[src/lcdhi_regs.svh]
// Constants for the LCD driver host port: bit positions, reset values, counts.
// Assumes inclusion by the host port package and module only.
`ifndef LCDHI_REGS_SVH
`define LCDHI_REGS_SVH

// Serial clock and data positions on the host data bus
`define LCDHI_SCK_BIT 6
`define LCDHI_SDA_BIT 7
// Documented byte width
`define LCDHI_BYTE_BITS 8
// Serial bit counter values
`define LCDHI_SER_CNT_RST 3'h0
`define LCDHI_SER_CNT_LAST 3'h7
// Reset values of the data paths
`define LCDHI_BYTE_RST 8'h00

`endif
[src/lcdhi_pkg.sv]
// Types shared by the LCD driver host port.
// Assumes the constants header is in the include path.
`include "lcdhi_regs.svh"

package lcdhi_pkg;

    // Host interface chosen by the straps
    typedef enum logic [1:0] {
        LCDHI_MODE_6800,
        LCDHI_MODE_8080,
        LCDHI_MODE_SERIAL
    } lcdhi_mode_t;

    // Parallel cycle in progress
    typedef enum logic [1:0] {
        LCDHI_ST_IDLE,
        LCDHI_ST_READ,
        LCDHI_ST_WRITE
    } lcdhi_state_t;

    // All host-side pins, sampled together
    typedef struct packed {
        logic bus_select_strap;
        logic parallel_style_strap;
        logic chip_select_active_low;
        logic chip_select_active_high;
        logic data_cmd;
        logic rw_wr;
        logic e_rd;
        logic [`LCDHI_BYTE_BITS-1:0] host_data_bus;
    } lcdhi_pins_t;

    // One byte delivered to the display RAM or command decoder
    typedef struct packed {
        logic is_data;
        logic [`LCDHI_BYTE_BITS-1:0] value;
    } lcdhi_wr_t;

endpackage

[src/lcdhi_host_port.sv]
// Host port of an LCD segment/common driver: 6800, 8080 or 4-wire serial.
// Assumes all host pins are asynchronous to clk_sys_i and the host strobes are
// several system clocks long; RAM read data follows ram_rd_req_o by one clock.
`timescale 1ns/1ps
`include "lcdhi_regs.svh"

module lcdhi_host_port #(
    parameter int DATA_W = `LCDHI_BYTE_BITS
) (
    // Clock and reset
    input wire logic clk_sys_i,
    input wire logic rst_n_i,
    // Interface straps
    input wire logic bus_select_strap_i,
    input wire logic parallel_style_strap_i,
    // Host selects, strobes and data
    input wire logic chip_select_active_low_n_i,
    input wire logic chip_select_active_high_i,
    input wire logic data_cmd_i,
    input wire logic rw_wr_i,
    input wire logic e_rd_i,
    input wire logic [DATA_W-1:0] host_data_bus_i,
    // Read data back to the host
    output logic [DATA_W-1:0] host_data_bus_o,
    output logic host_data_bus_oe_n_o,
    // Bytes to the display RAM or command decoder
    output logic wr_valid_o,
    output lcdhi_pkg::lcdhi_wr_t wr_byte_o,
    // Display RAM fetch and status
    output logic ram_rd_req_o,
    input wire logic [DATA_W-1:0] ram_rd_data_i,
    input wire logic [DATA_W-1:0] status_i,
    // Interface in use
    output lcdhi_pkg::lcdhi_mode_t mode_o
);
    import lcdhi_pkg::*;

    // Shift one serial bit in at the bottom, MSB first
    function automatic logic [DATA_W-1:0] shift_in(input logic [DATA_W-1:0] word, input logic bit_in);
        return {word[DATA_W-2:0], bit_in};
    endfunction

    // Routing flag and byte taken from the synchronised pins
    function automatic lcdhi_wr_t capture(input lcdhi_pins_t p);
        return '{is_data: p.data_cmd, value: p.host_data_bus};
    endfunction

    // Elaboration check: the logic serves only the documented byte width
    if (DATA_W != `LCDHI_BYTE_BITS) begin : g_width_check
        $error("lcdhi_host_port: DATA_W must be 8");
    end

    // Raw pins gathered for the synchroniser
    // Every pin is asynchronous, straps included
    lcdhi_pins_t pins_raw;
    lcdhi_pins_t sync1_reg;
    lcdhi_pins_t sync2_reg;

    assign pins_raw.bus_select_strap = bus_select_strap_i;
    assign pins_raw.parallel_style_strap = parallel_style_strap_i;
    assign pins_raw.chip_select_active_low = chip_select_active_low_n_i;
    assign pins_raw.chip_select_active_high = chip_select_active_high_i;
    assign pins_raw.data_cmd = data_cmd_i;
    assign pins_raw.rw_wr = rw_wr_i;
    assign pins_raw.e_rd = e_rd_i;
    assign pins_raw.host_data_bus = host_data_bus_i;

    // Two-flop synchroniser; only the second stage is read by logic
    // Costs two clocks of latency on every pin, so host strobes must
    // stand several system clocks to be seen at all
    always_ff @(posedge clk_sys_i or negedge rst_n_i) begin
        if (!rst_n_i) begin
            sync1_reg <= '0;
            sync2_reg <= '0;
        end else begin
            sync1_reg <= pins_raw;
            sync2_reg <= sync1_reg;
        end
    end

    // Mode decode from the two straps only
    wire logic par_sel = sync2_reg.bus_select_strap;
    wire logic style_68 = sync2_reg.parallel_style_strap;
    lcdhi_mode_t mode;
    assign mode = !par_sel ? LCDHI_MODE_SERIAL
                : (style_68 ? LCDHI_MODE_6800 : LCDHI_MODE_8080);
    lcdhi_mode_t mode_reg;

    // Mode output from a flop; reset matches straps synchronised as low
    always_ff @(posedge clk_sys_i or negedge rst_n_i) begin
        if (!rst_n_i) begin
            mode_reg <= LCDHI_MODE_SERIAL;
        end else begin
            mode_reg <= mode;
        end
    end
    assign mode_o = mode_reg;

    // One flag per interface
    wire logic is_68 = (mode == LCDHI_MODE_6800);
    wire logic is_80 = (mode == LCDHI_MODE_8080);
    wire logic is_ser = (mode == LCDHI_MODE_SERIAL);

    // Chip selected only with active-low select low and active-high select high
    // Both selects pass the same synchroniser, so they change together
    wire logic chip_sel = !sync2_reg.chip_select_active_low
                        && sync2_reg.chip_select_active_high;

    // Strobe decode per parallel style
    // In 6800 style the direction must hold while enable stands: a flip
    // mid-strobe would end a read and start a write. In 8080 style both
    // strobes low at once is taken as a read.
    wire logic rd_68 = is_68 && sync2_reg.e_rd && sync2_reg.rw_wr;
    wire logic wr_68 = is_68 && sync2_reg.e_rd && !sync2_reg.rw_wr;
    wire logic rd_80 = is_80 && !sync2_reg.e_rd;
    wire logic wr_80 = is_80 && !sync2_reg.rw_wr;
    wire logic rd_strobe = chip_sel && (rd_68 || rd_80);
    wire logic wr_strobe = chip_sel && (wr_68 || wr_80) && !rd_strobe;

    // Parallel cycle state and read pipeline
    // A RAM read returns the latch filled by the previous RAM read and
    // then fetches the next byte; so the first RAM read after reset or an
    // address change shows stale data and must be thrown away by the host.
    // Status reads bypass the latch and fetch nothing.
    lcdhi_state_t state_reg, state_next;
    logic [DATA_W-1:0] dout_reg, dout_next;
    logic [DATA_W-1:0] rd_latch_reg;
    logic rd_is_ram_reg, rd_is_ram_next;
    logic ram_req_reg, ram_req_next;
    logic ram_fill_reg;
    lcdhi_wr_t hold_reg, hold_next;

    // Serial shifter
    // Edges of the serial clock are found by sampling it on the system
    // clock; a byte cut short by deselect is dropped
    logic [DATA_W-1:0] shift_reg, shift_next;
    logic [2:0] bit_cnt_reg, bit_cnt_next;
    logic sck_prev_reg;
    wire logic sck = sync2_reg.host_data_bus[`LCDHI_SCK_BIT];
    wire logic sda = sync2_reg.host_data_bus[`LCDHI_SDA_BIT];
    wire logic sck_rise = is_ser && chip_sel && sck && !sck_prev_reg;
    wire logic ser_last = sck_rise && (bit_cnt_reg == `LCDHI_SER_CNT_LAST);

    // Byte output
    // One pulse per byte; the byte stands until the next pulse or a parallel write aborted by deselect
    logic wr_valid_reg, wr_valid_next;
    lcdhi_wr_t wr_reg, wr_next;

    // Parallel cycle sequencing, read data select and write capture
    always_comb begin
        state_next = state_reg;
        dout_next = dout_reg;
        rd_is_ram_next = rd_is_ram_reg;
        ram_req_next = 1'b0;
        hold_next = hold_reg;
        wr_valid_next = 1'b0;
        wr_next = wr_reg;
        unique case (state_reg)
            LCDHI_ST_IDLE: begin
                if (rd_strobe) begin
                    state_next = LCDHI_ST_READ;
                    rd_is_ram_next = sync2_reg.data_cmd;
                    // Pipelined latch: first RAM read after setup is stale
                    dout_next = sync2_reg.data_cmd ? rd_latch_reg : status_i;
                end else if (wr_strobe) begin
                    state_next = LCDHI_ST_WRITE;
                    hold_next = capture(sync2_reg);
                end
            end
            LCDHI_ST_READ: begin
                if (!rd_strobe) begin
                    state_next = LCDHI_ST_IDLE;
                    ram_req_next = rd_is_ram_reg && chip_sel;
                end
            end
            LCDHI_ST_WRITE: begin
                if (wr_strobe) begin
                    // Keep the latest bus value while the strobe stands
                    hold_next = capture(sync2_reg);
                end else begin
                    state_next = LCDHI_ST_IDLE;
                    // Deselect during the strobe aborts the write
                    wr_valid_next = chip_sel;
                    wr_next = hold_reg;
                end
            end
            default: begin
                // Unused state code: fall back to idle
                state_next = LCDHI_ST_IDLE;
            end
        endcase
        // Serial byte delivered on the eighth rising clock
        if (ser_last) begin
            wr_valid_next = 1'b1;
            wr_next.is_data = sync2_reg.data_cmd;
            wr_next.value = shift_in(shift_reg, sda);
        end
    end

    // Serial shift and bit count, cleared while deselected or not serial
    // Clearing on deselect keeps the next selection on a byte boundary
    // even when the host gave up half way through a byte
    always_comb begin
        shift_next = shift_reg;
        bit_cnt_next = bit_cnt_reg;
        if (!is_ser || !chip_sel) begin
            shift_next = `LCDHI_BYTE_RST;
            bit_cnt_next = `LCDHI_SER_CNT_RST;
        end else if (sck_rise) begin
            shift_next = shift_in(shift_reg, sda);
            bit_cnt_next = bit_cnt_reg + 3'h1;
        end
    end

    // Parallel state registers
    // The held byte is only committed when the strobe ends selected
    always_ff @(posedge clk_sys_i or negedge rst_n_i) begin
        if (!rst_n_i) begin
            state_reg <= LCDHI_ST_IDLE;
            dout_reg <= `LCDHI_BYTE_RST;
            rd_is_ram_reg <= 1'b0;
            ram_req_reg <= 1'b0;
            hold_reg <= '0;
        end else begin
            state_reg <= state_next;
            dout_reg <= dout_next;
            rd_is_ram_reg <= rd_is_ram_next;
            ram_req_reg <= ram_req_next;
            hold_reg <= hold_next;
        end
    end

    // RAM read latch, refilled one clock after each request
    // The RAM side must answer in exactly one clock; a slower RAM
    // would leave the latch with the wrong byte
    always_ff @(posedge clk_sys_i or negedge rst_n_i) begin
        if (!rst_n_i) begin
            ram_fill_reg <= 1'b0;
            rd_latch_reg <= `LCDHI_BYTE_RST;
        end else begin
            ram_fill_reg <= ram_req_reg;
            if (ram_fill_reg) begin
                rd_latch_reg <= ram_rd_data_i;
            end
        end
    end

    // Serial registers
    always_ff @(posedge clk_sys_i or negedge rst_n_i) begin
        if (!rst_n_i) begin
            shift_reg <= `LCDHI_BYTE_RST;
            bit_cnt_reg <= `LCDHI_SER_CNT_RST;
            sck_prev_reg <= 1'b0;
        end else begin
            shift_reg <= shift_next;
            bit_cnt_reg <= bit_cnt_next;
            sck_prev_reg <= sck;
        end
    end

    // Delivered byte registers
    // Parallel and serial share them; the modes never run together
    // because the straps pick exactly one interface
    always_ff @(posedge clk_sys_i or negedge rst_n_i) begin
        if (!rst_n_i) begin
            wr_valid_reg <= 1'b0;
            wr_reg <= '0;
        end else begin
            wr_valid_reg <= wr_valid_next;
            wr_reg <= wr_next;
        end
    end

    // Outputs; bus driven only in a selected read cycle
    // The enable drops in the same clock the synchronised strobe does,
    // so the bus is released as soon as the read is seen to end
    assign host_data_bus_o = dout_reg;
    assign host_data_bus_oe_n_o = !((state_reg == LCDHI_ST_READ) && rd_strobe);
    assign wr_valid_o = wr_valid_reg;
    assign wr_byte_o = wr_reg;
    assign ram_rd_req_o = ram_req_reg;

endmodule // lcdhi_host_port

[config.mk]
export PLATFORM = sky130hd
export DESIGN_NAME = lcdhi_host_port
export DESIGN_NICKNAME = d
export VERILOG_FILES = /design/src/lcdhi_pkg.sv /design/src/lcdhi_host_port.sv
export VERILOG_INCLUDE_DIRS = /design/src
export SDC_FILE = /design/constraint.sdc
export NUM_CORES = 1
export LEC_CHECK = 0
export BUFFER_PORTS_ARGS = -buffer_cell sky130_fd_sc_hd__buf_2
export CORE_MARGIN = 2
export CORE_UTILIZATION = 29
export CTS_BUF_LIST = sky130_fd_sc_hd__clkbuf_2 sky130_fd_sc_hd__clkbuf_4 sky130_fd_sc_hd__clkbuf_8
export DETAILED_ROUTE_END_ITERATION = 6
export PLACE_DENSITY = 0.55
export SKIP_CTS_REPAIR_TIMING = 1
export SYNTH_ARGS = -nofsm -noshare
export SYNTH_HDL_FRONTEND = slang
export SYNTH_SLANG_ARGS = --single-unit
[constraint.sdc]
create_clock -name clk_sys_i -period 1.3 [get_ports clk_sys_i]
set_input_delay 0.13 -clock clk_sys_i [delete_from_list [all_inputs] [get_ports clk_sys_i]]
set_output_delay 0.13 -clock clk_sys_i [all_outputs]
set_load 0.005 [all_outputs]
# Word-level counts from Yosys, hierarchy flattened

Index checks and enable logic that the tools add are counted.

Flip-flop bits (word level): 83
Word-level logic and storage cells: 100

Add/sub/neg operators: 1
Equal/unequal tests: 10
Muxes and demuxes: 23
Reductions and logical operators: 35

Operator list:

| cell                  | number |
|---|---|
| $mux W9               | 5 |
| $pmux W9 S2           | 1 |
| $logic_and A1 B1 Y1   | 15 |
| $mux W7               | 2 |
| $mux W2               | 5 |
| $logic_not A1 Y1      | 8 |
| $mux W8               | 1 |
| $mux W1               | 6 |
| $mux W3               | 2 |
| $ne A2 B2 Y1 const B  | 3 |
| $pmux W2 S3           | 1 |
| $reduce_and A2 Y1     | 3 |
| $reduce_bool A2 Y1    | 3 |
| $eq A2 B1 Y1 const B  | 2 |
| $eq A2 B2 Y1 const B  | 2 |
| $logic_not A2 Y1      | 2 |
| $add A3 B1 Y3 const B | 1 |
| $eq A3 B3 Y1 const B  | 1 |
| $logic_or A1 B1 Y1    | 3 |
| $ne A3 B3 Y1 const B  | 1 |
| $reduce_and A3 Y1     | 1 |
| $ne A2 B1 Y1 const B  | 1 |

# Depth between registers and ports, before layout

Gate-level depths: netlist (run 1).

Word-level depth: 12
Depth in mapped cells: 6

# Worst setup path after synthesis (run 1)

OpenSTA, ideal clock, no wires.

Path type: reg-to-reg
From: reg sync2_reg[12] in the netlist's numbering
To: reg hold_reg[0] in the netlist's numbering
Library setup time: 0.125 ns
Arrival time: 1.305 ns
Data required time: 1.175 ns
Slack: -0.130 ns
Cell stages (with the launch flop): 5
Clock period less this slack: 1.430 ns
Cell sequence: dfrtp_1 nand4bb_1 or3_1 buf_6 mux2_4

Longest elaborated chain between the ends: 8
Elaborated cells on any way between the ends: 11
Those cells by class: eq/ne (1); mux (3); reduce/logical (7)

RTL lines:

| item                   | line                   | text |
|---|---|---|
| start, declared        | lcdhi_host_port.sv:57  | `lcdhi_pins_t sync2_reg;` |
| start signal, assigned | lcdhi_host_port.sv:77  | `sync2_reg <= sync1_reg;` |
| $logic_not A1 Y1 *     | lcdhi_host_port.sv:106 | `wire logic chip_sel = !sync2_reg.chip_select_active_low` |
| $logic_and A1 B1 Y1 *  | lcdhi_host_port.sv:107 | `&& sync2_reg.chip_select_active_high;` |
| $logic_and A1 B1 Y1    | lcdhi_host_port.sv:117 | `wire logic rd_strobe = chip_sel && (rd_68 \|\| rd_80);` |
| $logic_not A1 Y1       | n/a                    |  |
| $logic_and A1 B1 Y1    | lcdhi_host_port.sv:118 | `wire logic wr_strobe = chip_sel && (wr_68 \|\| wr_80) && !rd_strobe;` |
| $mux W9 (2 in series)  | n/a                    |  |
| $pmux W9 S2            | n/a                    |  |
| end signal, assigned   | lcdhi_host_port.sv:229 | `hold_reg <= hold_next;` |
| end, declared          | lcdhi_host_port.sv:131 | `lcdhi_wr_t hold_reg, hold_next;` |

Every way passes the cells marked *; elsewhere a longest branch is shown, timed or not. The select of a mux whose other input is x is not followed.
A chain may end at the register's enable or synchronous reset.

# Final worst setup path (run 1)

From: reg sync2_reg[8] in the netlist's numbering
To: out host_data_bus_oe_n_o

Longest elaborated chain between the ends: 6
Elaborated cells on any way between the ends: 8
Those cells by class: reduce/logical (8)

RTL lines:

| item                                                    | line                                           | text |
|---|---|---|
| $logic_and A1 B1 Y1 or $logic_not A1 Y1 (tied branches) | lcdhi_host_port.sv:113, lcdhi_host_port.sv:115 |  |
| $logic_and A1 B1 Y1, on equally long branches           | lcdhi_host_port.sv:113, lcdhi_host_port.sv:115 |  |
| $logic_or A1 B1 Y1 *                                    | lcdhi_host_port.sv:117                         |  |
| $logic_and A1 B1 Y1 *                                   | lcdhi_host_port.sv:117                         |  |
| $logic_and A1 B1 Y1 *                                   | lcdhi_host_port.sv:278                         | `assign host_data_bus_oe_n_o = !((state_reg == LCDHI_ST_READ) && rd_strobe);` |
| $logic_not A1 Y1 *                                      | lcdhi_host_port.sv:278                         |  |
| end, declared                                           | lcdhi_host_port.sv:25                          | `output logic host_data_bus_oe_n_o,` |

Every way passes the cells marked *; elsewhere a longest branch is shown, timed or not.

==> impl_results.html, run 1 <==
<table>
<tr><th>Metric</th><th>Value</th></tr>
<tr><th colspan="2">Critical path</th></tr>
<tr><td>CP max FO</td><td>2</td></tr>
<tr><td>Launching element type of the critical path</td><td>flip-flop</td></tr>
<tr><td>Critical Setup Path Class</td><td>reg2out</td></tr>
<tr><td>Critical path cell sequence</td><td>buf_6, and3_4, o21ai_4, nor3_4, nand2_1, buf_2</td></tr>
<tr><td>Crit path buf inv count</td><td>2</td></tr>
<tr><td>Worst path slowest cell</td><td>sky130_fd_sc_hd__dfrtp_1</td></tr>
<tr><td>Crit-path leading delay family</td><td>flip-flops</td></tr>
<tr><td>Arrival time reported for the critical path endpoint</td><td>1.40 ns</td></tr>
<tr><td>Crit. End Element</td><td>output pin</td></tr>
<tr><td>Required time reported for the critical path endpoint</td><td>1.17 ns</td></tr>
<tr><td>Slowest Stage Delay on Critical Path</td><td>0.39 ns</td></tr>
<tr><th colspan="2">Hold path</th></tr>
<tr><td>Worst min path class</td><td>in2reg</td></tr>
<tr><th colspan="2">STA</th></tr>
<tr><td>Total setup violations reported at the end of the flow</td><td>38</td></tr>
<tr><td>Final worst clock skew</td><td>0.007415 ns</td></tr>
<tr><td>Headroom to the max-slew limit</td><td>61.66%</td></tr>
<tr><td>Worst-case setup margin in the final layout</td><td>-0.2333 ns</td></tr>
<tr><td>Post-route clock period utilization</td><td>117.9%</td></tr>
<tr><td>Final number of hold-violating endpoints</td><td>0</td></tr>
<tr><td>Worst hold slack</td><td>0.01394 ns</td></tr>
<tr><td>Final critical-path required period</td><td>1.533 ns</td></tr>
<tr><td>Worst-margin pin slew</td><td>0.5751 ns</td></tr>
<tr><td>Maximum operating frequency</td><td>652.2 MHz</td></tr>
<tr><td>Unrepaired setup endpoints after global routing</td><td>true</td></tr>
<tr><td>Final slew viol count</td><td>0</td></tr>
<tr><th colspan="2">Detailed routing</th></tr>
<tr><td>Via count</td><td>1853</td></tr>
<tr><td>Number of nets with antenna violations after detailed routing</td><td>0</td></tr>
<tr><td>Total Routed Length</td><td>5.611 mm</td></tr>
<tr><td>Total DRC errors in the routed layout</td><td>0</td></tr>
<tr><td>Via count normalized by instance count</td><td>4.202</td></tr>
<tr><td>Number of optimization iterations in the first detailed-route pass</td><td>4</td></tr>
<tr><td>Violation count after the first detailed-route iteration</td><td>36</td></tr>
<tr><td>Average wire per cell in the routed design</td><td>12.72 um</td></tr>
<tr><th colspan="2">Finish</th></tr>
<tr><td>Number of flip-flops under the largest register name</td><td>15</td></tr>
<tr><td>Number of filler instances in the final layout</td><td>935</td></tr>
<tr><td>Non-filler instance count after layout</td><td>441</td></tr>
<tr><td>Fraction of final layout cells sized beyond drive strength 1</td><td>42.86%</td></tr>
<tr><td>Layout net count</td><td>338</td></tr>
<tr><td>Fin area</td><td>0.004167 mm^2</td></tr>
<tr><td>Syn-to-layout area delta</td><td>41.40%</td></tr>
<tr><td>Number of diodes added for antenna fixing</td><td>0</td></tr>
<tr><th colspan="2">Job</th></tr>
<tr><td>Number of maximum-capacitance constraint violations</td><td>0</td></tr>
<tr><th colspan="2">Yosys</th></tr>
<tr><td>Top-area cell type share of the netlist area</td><td>69.64%</td></tr>
<tr><td>Mapped Nets</td><td>231</td></tr>
<tr><td>Share of synthesized registers carrying an async set or reset</td><td>100.0%</td></tr>
<tr><td>Post-synthesis instance area</td><td>0.002947 mm^2</td></tr>
<tr><td>Post-synth top area cell</td><td>sky130_fd_sc_hd__dfrtp_1</td></tr>
<tr><td>Total of warnings raised by yosys</td><td>0</td></tr>
<tr><td>Number of enable flip-flop cells after synthesis</td><td>0</td></tr>
<tr><td>Mean instance size in the synthesized netlist</td><td>15.03 um^2</td></tr>
<tr><td>Dominant cells by area after synthesis</td><td>sky130_fd_sc_hd__dfrtp_1 70%, sky130_fd_sc_hd__mux2i_1 5.8%, sky130_fd_sc_hd__mux2_4 4.6%</td></tr>
<tr><td>Synth Register Bits</td><td>83</td></tr>
<tr><td>Leading register cell type out of synthesis</td><td>sky130_fd_sc_hd__dfrtp_1</td></tr>
<tr><td>Synth unique cells</td><td>29</td></tr>
<tr><td>Synthesized instance count</td><td>196</td></tr>
<tr><td>Most numerous cell in the Yosys netlist</td><td>sky130_fd_sc_hd__dfrtp_1</td></tr>
<tr><td>Most instantiated cells after synthesis</td><td>82 x sky130_fd_sc_hd__dfrtp_1, 17 x sky130_fd_sc_hd__mux2i_1, 13 x sky130_fd_sc_hd__nor2_1</td></tr>
<tr><td>Sequential-to-total area share from yosys stat</td><td>70.53%</td></tr>
<tr><th colspan="2">Floorplan</th></tr>
<tr><td>Initial core utilization</td><td>30.01%</td></tr>
<tr><td>I/O Pins</td><td>55</td></tr>
<tr><td>Vertical extent of the die</td><td>104.8 um</td></tr>
<tr><td>Placeable core region</td><td>0.009819 mm^2</td></tr>
<tr><td>Row count</td><td>36</td></tr>
<tr><td>DIE AREA</td><td>0.01098 mm^2</td></tr>
<tr><td>Die width</td><td>104.8 um</td></tr>
<tr><th colspan="2">CTS</th></tr>
<tr><td>Number of clock sinks</td><td>83</td></tr>
<tr><td>Later-pin clock latency in the skew report</td><td>0.35 ns</td></tr>
<tr><td>Htree depth</td><td>3</td></tr>
<tr><td>Clock transition at path regs</td><td>0.08 ns</td></tr>
<tr><td>Clock root buffer</td><td>sky130_fd_sc_hd__clkbuf_8</td></tr>
<tr><td>Largest buffer count on any clock path</td><td>2</td></tr>
<tr><td>Clock tree from TritonCTS</td><td>built</td></tr>
<tr><td>CTS buffer count</td><td>9</td></tr>
<tr><th colspan="2">Pwr</th></tr>
<tr><td>Worst-case vdd ir drop</td><td>0.0006454 V</td></tr>
<tr><td>Power density over the cells</td><td>1387 mW/mm^2</td></tr>
<tr><td>Leakage power total</td><td>0.002118 uW</td></tr>
<tr><th colspan="2">Global route</th></tr>
<tr><td>Initial antenna violation count</td><td>0</td></tr>
<tr><td>Via count of the first global-routing pass</td><td>1852</td></tr>
<tr><td>Global-route wire length before repair</td><td>8.949 mm</td></tr>
<tr><td>Gr usage total</td><td>10.54%</td></tr>
<tr><td>Grt ovf</td><td>0</td></tr>
<tr><td>Pin count of the biggest net entering global routing</td><td>26</td></tr>
<tr><th colspan="2">Placed design</th></tr>
<tr><td>Number of instances in the placed design</td><td>396</td></tr>
<tr><td>Weighted congestion reported at the end of routability-driven placement</td><td>0.7081</td></tr>
<tr><td>Placed inst area</td><td>0.003537 mm^2</td></tr>
<tr><td>Post-Place Setup Slack</td><td>-0.2776 ns</td></tr>
<tr><td>DP HPWL</td><td>3.628 mm</td></tr>
<tr><td>Number of I/O port buffers</td><td>54</td></tr>
<tr><th colspan="2">Outcome</th></tr>
<tr><td>Run status</td><td>finished with violations</td></tr>
<tr><td>Violations in the final reports</td><td>setup timing</td></tr>
</table>
-- final cells by class --
cell class	instances	area [um^2]	area share (%)
sequential	83	2078	49.88
clock inverter	4	73.82	1.772
multi-input combinational	104	912.1	21.89
tap	133	166.4	3.994
inverter	2	7.507	0.1802
timing repair buffer	103	775.7	18.62
clock buffer	12	152.6	3.664
-- power by group --
part	switching (uW)	internal [uW]	leakage [uW]	total [uW]
logic	276	437	0.000957	713
clock network	882	1180	0.000117	2060
registers	146	2860	0.00104	3010
total	1300	4480	0.00212	5780
-- worst register-to-register path, delay by kind of cell, from the launching register on --
kind          cells  cell delay [ns]
mux               1             0.29
simple gates      2             0.56
flops             1             0.39
buf+inv           1             0.16
-- kinds of logic (layout without fill, tap and decap cells) --
kind of cell	Yosys count	in the layout	share of synthesized area, %
xor gates and xnor gates	1	1	0.2973
adders and majority gates	2	2	0.8491
buffers and inverters	10	121	1.741
muxes	35	35	13.80
DFF	83	83	70.53
and+or+nand+nor	35	36	6.285
AOI/OAI and AO/OA	30	30	6.497
-- metrics by stage --
step           util, %  setup TNS, ns  power (uW)
3_3_place_gp     36.02         -6.045        3674
3_5_place_dp     36.02         -6.511        3696
2_1_floorplan        -         -1.173        3339
6_report         42.43         -4.479        5779
4_1_cts          38.33         -7.523        5780
5_1_grt          42.43         -7.489        6098
-- per-layer routing --
layer | share of wire (%) | global-route usage, % | vias to the layer above
met1 | 47 | 13.32 | 913
met5 | 0 | 0 | -
met2 | 48 | 16.70 | 34
met4 | 1.4 | 3.714 | 0
met3 | 4.3 | 3.805 | 8
li1 | - | - | 898
-- cells in the final DEF, fill, tap and decap left out, types with 2 or more instances in the layout --
cell type	Yosys	final
sky130_fd_sc_hd__a21oi_1	10	9
sky130_fd_sc_hd__a22o_1	9	9
sky130_fd_sc_hd__buf_12	0	4
sky130_fd_sc_hd__buf_2	5	53
sky130_fd_sc_hd__buf_4	0	16
sky130_fd_sc_hd__buf_6	1	8
sky130_fd_sc_hd__bufinv_16	0	2
sky130_fd_sc_hd__clkbuf_4	0	2
sky130_fd_sc_hd__clkbuf_8	0	10
sky130_fd_sc_hd__dfrtp_1	82	82
sky130_fd_sc_hd__dlygate4sd3_1	0	22
sky130_fd_sc_hd__ha_1	2	2
sky130_fd_sc_hd__mux2_2	9	9
sky130_fd_sc_hd__mux2_4	9	9
sky130_fd_sc_hd__mux2i_1	17	16
sky130_fd_sc_hd__nand2_1	9	9
sky130_fd_sc_hd__nand4bb_1	2	2
sky130_fd_sc_hd__nor2_1	13	12
sky130_fd_sc_hd__nor2_4	0	2
sky130_fd_sc_hd__nor2b_4	0	2
sky130_fd_sc_hd__o21ai_0	8	3
sky130_fd_sc_hd__o21ai_1	2	5
sky130_fd_sc_hd__o21ai_4	0	2
-- final timing paths --
check | from | slack (ns) | depth (start not counted) | end
worst max-delay path | sync2_reg[8]$_DFF_PN0_ | -0.23 | 6 | host_data_bus_oe_n_o
worst min-delay path | ram_rd_data_i[2] | 0.01 | 2 | rd_latch_reg[2]$_DFFE_PN0P_
worst max register to register | sync2_reg[12]$_DFF_PN0_ | -0.22 | 4 | hold_reg[6]$_DFFE_PN0P_
worst min register to register | sync1_reg[0]$_DFF_PN0_ | 0.35 | 0 | sync2_reg[0]$_DFF_PN0_
max in group asynchronous | rst_n_i | 0.58 | 3 | shift_reg[5]$_DFFE_PN0P_
min in group asynchronous | rst_n_i | 0.22 | 2 | rd_latch_reg[4]$_DFFE_PN0P_
Note: power is estimated with default switching activity, not from simulation.
==> inputs of run 2 (changes only) <==
--- a/config.mk
+++ b/config.mk
@@ -8,10 +8,10 @@
 export LEC_CHECK = 0
 export BUFFER_PORTS_ARGS = -buffer_cell sky130_fd_sc_hd__buf_2
 export CORE_MARGIN = 2
-export CORE_UTILIZATION = 29
+export CORE_UTILIZATION = 51
 export CTS_BUF_LIST = sky130_fd_sc_hd__clkbuf_2 sky130_fd_sc_hd__clkbuf_4 sky130_fd_sc_hd__clkbuf_8
 export DETAILED_ROUTE_END_ITERATION = 6
-export PLACE_DENSITY = 0.55
+export PLACE_DENSITY = 0.83
 export SKIP_CTS_REPAIR_TIMING = 1
 export SYNTH_ARGS = -nofsm -noshare
 export SYNTH_HDL_FRONTEND = slang
==> impl_results.html, run 2 (synthesis results as in run 1) <==
<table>
<tr><th>Metric</th><th>Value</th></tr>
<tr><th colspan="2">Outcome</th></tr>
<tr><td>Run status</td><td>finished with violations (unchanged)</td></tr>
<tr><td>Violations in the final reports</td><td>setup timing (unchanged)</td></tr>
<tr><th colspan="2">CTS</th></tr>
<tr><td>Clock root buffer</td><td>sky130_fd_sc_hd__clkbuf_8 (unchanged)</td></tr>
<tr><td>CTS buffer count</td><td>9 (unchanged)</td></tr>
<tr><td>Clock tree from TritonCTS</td><td>built (unchanged)</td></tr>
<tr><td>Largest buffer count on any clock path</td><td>2 (unchanged)</td></tr>
<tr><td>Clock transition at path regs</td><td>0.08 ns (about the same)</td></tr>
<tr><td>Later-pin clock latency in the skew report</td><td>0.34 ns (was 0.35 ns)</td></tr>
<tr><td>Htree depth</td><td>3 (unchanged)</td></tr>
<tr><td>Number of clock sinks</td><td>83 (unchanged)</td></tr>
<tr><th colspan="2">Critical path</th></tr>
<tr><td>Worst Reg-to-Reg Cells</td><td>6 (was 4)</td></tr>
<tr><td>Launching element type of the critical path</td><td>flip-flop (unchanged)</td></tr>
<tr><td>Critical Setup Path Class</td><td>reg2out (unchanged)</td></tr>
<tr><td>Crit. End Element</td><td>output pin (unchanged)</td></tr>
<tr><td>FF-to-FF setup slack</td><td>-0.28 ns (was -0.22 ns)</td></tr>
<tr><td>Worst path slowest cell</td><td>sky130_fd_sc_hd__dfrtp_1 (unchanged)</td></tr>
<tr><td>Arrival time reported for the critical path endpoint</td><td>1.49 ns (was 1.40 ns)</td></tr>
<tr><td>Critical path cell sequence</td><td>buf_6, nand2b_4, buf_6, nor3_4, nand2_1, buf_2 (was buf_6, and3_4, o21ai_4, nor3_4, nand2_1, buf_2)</td></tr>
<tr><td>Required time reported for the critical path endpoint</td><td>1.17 ns (about the same)</td></tr>
<tr><td>CP max FO</td><td>3 (was 2)</td></tr>
<tr><td>Cell type with the highest occurrence count on the critical path</td><td>sky130_fd_sc_hd__buf_6</td></tr>
<tr><td>Slowest Stage Delay on Critical Path</td><td>0.40 ns (was 0.39 ns)</td></tr>
<tr><th colspan="2">Detailed routing</th></tr>
<tr><td>Violation count after the first detailed-route iteration</td><td>158 (was 36)</td></tr>
<tr><td>Via count normalized by instance count</td><td>5.126 (was 4.202)</td></tr>
<tr><td>Via count</td><td>1917 (was 1853)</td></tr>
<tr><td>Total DRC errors in the routed layout</td><td>0 (unchanged)</td></tr>
<tr><td>Total Routed Length</td><td>6.207 mm (was 5.611 mm)</td></tr>
<tr><td>Number of nets with antenna violations after detailed routing</td><td>0 (unchanged)</td></tr>
<tr><td>Number of optimization iterations in the first detailed-route pass</td><td>4 (unchanged)</td></tr>
<tr><td>Average wire per cell in the routed design</td><td>16.60 um (was 12.72 um)</td></tr>
<tr><th colspan="2">Finish</th></tr>
<tr><td>Fraction of final layout cells sized beyond drive strength 1</td><td>48.01% (was 42.86%)</td></tr>
<tr><td>Number of diodes added for antenna fixing</td><td>0 (unchanged)</td></tr>
<tr><td>Post-layout util</td><td>73.44% (was 42.43%)</td></tr>
<tr><td>Number of flip-flops under the largest register name</td><td>15 (unchanged)</td></tr>
<tr><td>Most used cells in the layout excluding fill and tap cells</td><td>82 x sky130_fd_sc_hd__dfrtp_1, 53 x sky130_fd_sc_hd__buf_2, 18 x sky130_fd_sc_hd__buf_4 (was 82 x sky130_fd_sc_hd__dfrtp_1, 53 x sky130_fd_sc_hd__buf_2, 22 x sky130_fd_sc_hd__dlygate4sd3_1)</td></tr>
<tr><td>Layout net count</td><td>333 (was 338)</td></tr>
<tr><td>Most common cell after layout, fill and taps aside</td><td>sky130_fd_sc_hd__dfrtp_1 (unchanged)</td></tr>
<tr><td>Non-filler instance count after layout</td><td>374 (was 441)</td></tr>
<tr><td>Syn-to-layout area delta</td><td>38.09% (was 41.40%)</td></tr>
<tr><th colspan="2">Floorplan</th></tr>
<tr><td>Placeable core region</td><td>0.005540 mm^2 (was 0.009819 mm^2)</td></tr>
<tr><td>Die width</td><td>80.01 um (was 104.8 um)</td></tr>
<tr><td>Initial core utilization</td><td>53.18% (was 30.01%)</td></tr>
<tr><td>DIE AREA</td><td>0.006402 mm^2 (was 0.01098 mm^2)</td></tr>
<tr><td>I/O Pins</td><td>55 (unchanged)</td></tr>
<tr><td>Row count</td><td>27 (was 36)</td></tr>
<tr><td>Vertical extent of the die</td><td>80.01 um (was 104.8 um)</td></tr>
<tr><th colspan="2">Job</th></tr>
<tr><td>Number of maximum-capacitance constraint violations</td><td>0 (unchanged)</td></tr>
<tr><th colspan="2">Global route</th></tr>
<tr><td>Via count of the first global-routing pass</td><td>1730 (was 1852)</td></tr>
<tr><td>Grt ovf</td><td>0 (unchanged)</td></tr>
<tr><td>Global-route wire length before repair</td><td>8.059 mm (was 8.949 mm)</td></tr>
<tr><td>Initial antenna violation count</td><td>0 (unchanged)</td></tr>
<tr><td>Gr usage total</td><td>17.49% (was 10.54%)</td></tr>
<tr><td>Pin count of the biggest net entering global routing</td><td>84 (was 26)</td></tr>
<tr><th colspan="2">STA</th></tr>
<tr><td>Final number of hold-violating endpoints</td><td>0 (unchanged)</td></tr>
<tr><td>Worst-margin pin slew</td><td>0.6086 ns (was 0.5751 ns)</td></tr>
<tr><td>Post-route clock period utilization</td><td>124.5% (was 117.9%)</td></tr>
<tr><td>Worst-case setup margin in the final layout</td><td>-0.3181 ns (was -0.2333 ns)</td></tr>
<tr><td>Total setup violations reported at the end of the flow</td><td>38 (unchanged)</td></tr>
<tr><td>Maximum operating frequency</td><td>618.0 MHz (was 652.2 MHz)</td></tr>
<tr><td>Final critical-path required period</td><td>1.618 ns (was 1.533 ns)</td></tr>
<tr><td>Final slew viol count</td><td>0 (unchanged)</td></tr>
<tr><td>Headroom to the max-slew limit</td><td>59.43% (was 61.66%)</td></tr>
<tr><td>Final worst clock skew</td><td>0.009116 ns (was 0.007415 ns)</td></tr>
<tr><td>Unrepaired setup endpoints after global routing</td><td>true (unchanged)</td></tr>
<tr><th colspan="2">Placed design</th></tr>
<tr><td>DP HPWL</td><td>3.438 mm (was 3.628 mm)</td></tr>
<tr><td>Number of instances in the placed design</td><td>335 (was 396)</td></tr>
<tr><td>Weighted congestion reported at the end of routability-driven placement</td><td>0.7838 (was 0.7081)</td></tr>
<tr><td>Number of I/O port buffers</td><td>54 (unchanged)</td></tr>
<tr><th colspan="2">Hold path</th></tr>
<tr><td>Worst min path class</td><td>in2reg (unchanged)</td></tr>
<tr><td>Number of instances on the worst hold path</td><td>2 (unchanged)</td></tr>
<tr><th colspan="2">Pwr</th></tr>
<tr><td>Power density over the cells</td><td>1381 mW/mm^2 (was 1387 mW/mm^2)</td></tr>
<tr><td>Worst-case vdd ir drop</td><td>0.001122 V (was 0.0006454 V)</td></tr>
<tr><td>Leakage power total</td><td>0.002111 uW (was 0.002118 uW)</td></tr>
</table>
[run 2: changes by cell type in the layout (fill, tap and decap cells not counted), sizes merged]
| cell | change |
|---|---|
| bufinv | -1 |
| clkinv | -1 |
| nor2b | -1 |
| dlygate4sd3 | -6 |
| clkbuf | +3 |
[run 2: per-stage QoR]
step / area (um^2) / TNS [ns] / hold slack (ns) / power [uW] / worst slack (ns)
floorplan: 2954 / -1.173 / -0.1656 / 3339 / -0.1303
global placement: 3448 / -4.421 / 0.1863 / 3646 / -0.1847
detailed placement: 3448 / -5.335 / 0.1904 / 3690 / -0.2174
CTS: 3650 / -6.681 / -0.1886 / 5532 / -0.4339
global route: 4069 / -11.04 / 0.003416 / 5869 / -0.4547
finish: 4069 / -8.681 / 0.008967 / 5617 / -0.3181
[run 2: path summary, 6_finish.rpt]
path / to / from
min reg2reg: sync2_reg[4]$_DFF_PN0_ / sync1_reg[4]$_DFF_PN0_
max reg2reg: wr_byte_o[5]$_DFFE_PN0P_ / sync2_reg[12]$_DFF_PN0_
min: rd_latch_reg[0]$_DFFE_PN0P_ / ram_rd_data_i[0]
max in group asynchronous: mode_o[1]$_DFF_PN1_ / rst_n_i
max: host_data_bus_oe_n_o / sync2_reg[12]$_DFF_PN0_
min in group asynchronous: sck$_DFF_PN0_ / rst_n_i
[run 2: area by class of cell]
| type | instances | area, um^2 |
|---|---|---|
| clock buffers | 13 | 166.4 |
| clock inverters | 2 | 35.03 |
| fillers | 360 | 1471 |
| inverters | 2 | 7.507 |
| multi-input cells | 103 | 950.9 |
| flip-flops and latches | 83 | 2078 |
| well taps | 72 | 90.09 |
| repair buffers | 99 | 740.7 |
[run 2: where the power goes]
group / total, uW / leakage, uW / switching (uW) / internal [uW]
registers: 3030 / 0.00104 / 171 / 2860
clock network: 1860 / 0.000106 / 835 / 1020
logic: 725 / 0.000961 / 289 / 436
total: 5620 / 0.00211 / 1300 / 4320
[run 2: layer usage]
| metal | up-vias | global-route usage [%] | share of wire (%) |
|---|---|---|---|
| met5 | - | 0 | 0 |
| met4 | 0 | 13.22 | 2.0 |
| met3 | 10 | 3.281 | 2.9 |
| met2 | 48 | 27.17 | 54 |
| met1 | 973 | 21.70 | 41 |
| li1 | 886 | - | - |
[run 2: worst max-delay path: cells and delay by family (launching register included)]
family	cells	cell delay, ns
and+or+nand+nor	3	0.37
buffers and inverters	3	0.37
DFF	1	0.40
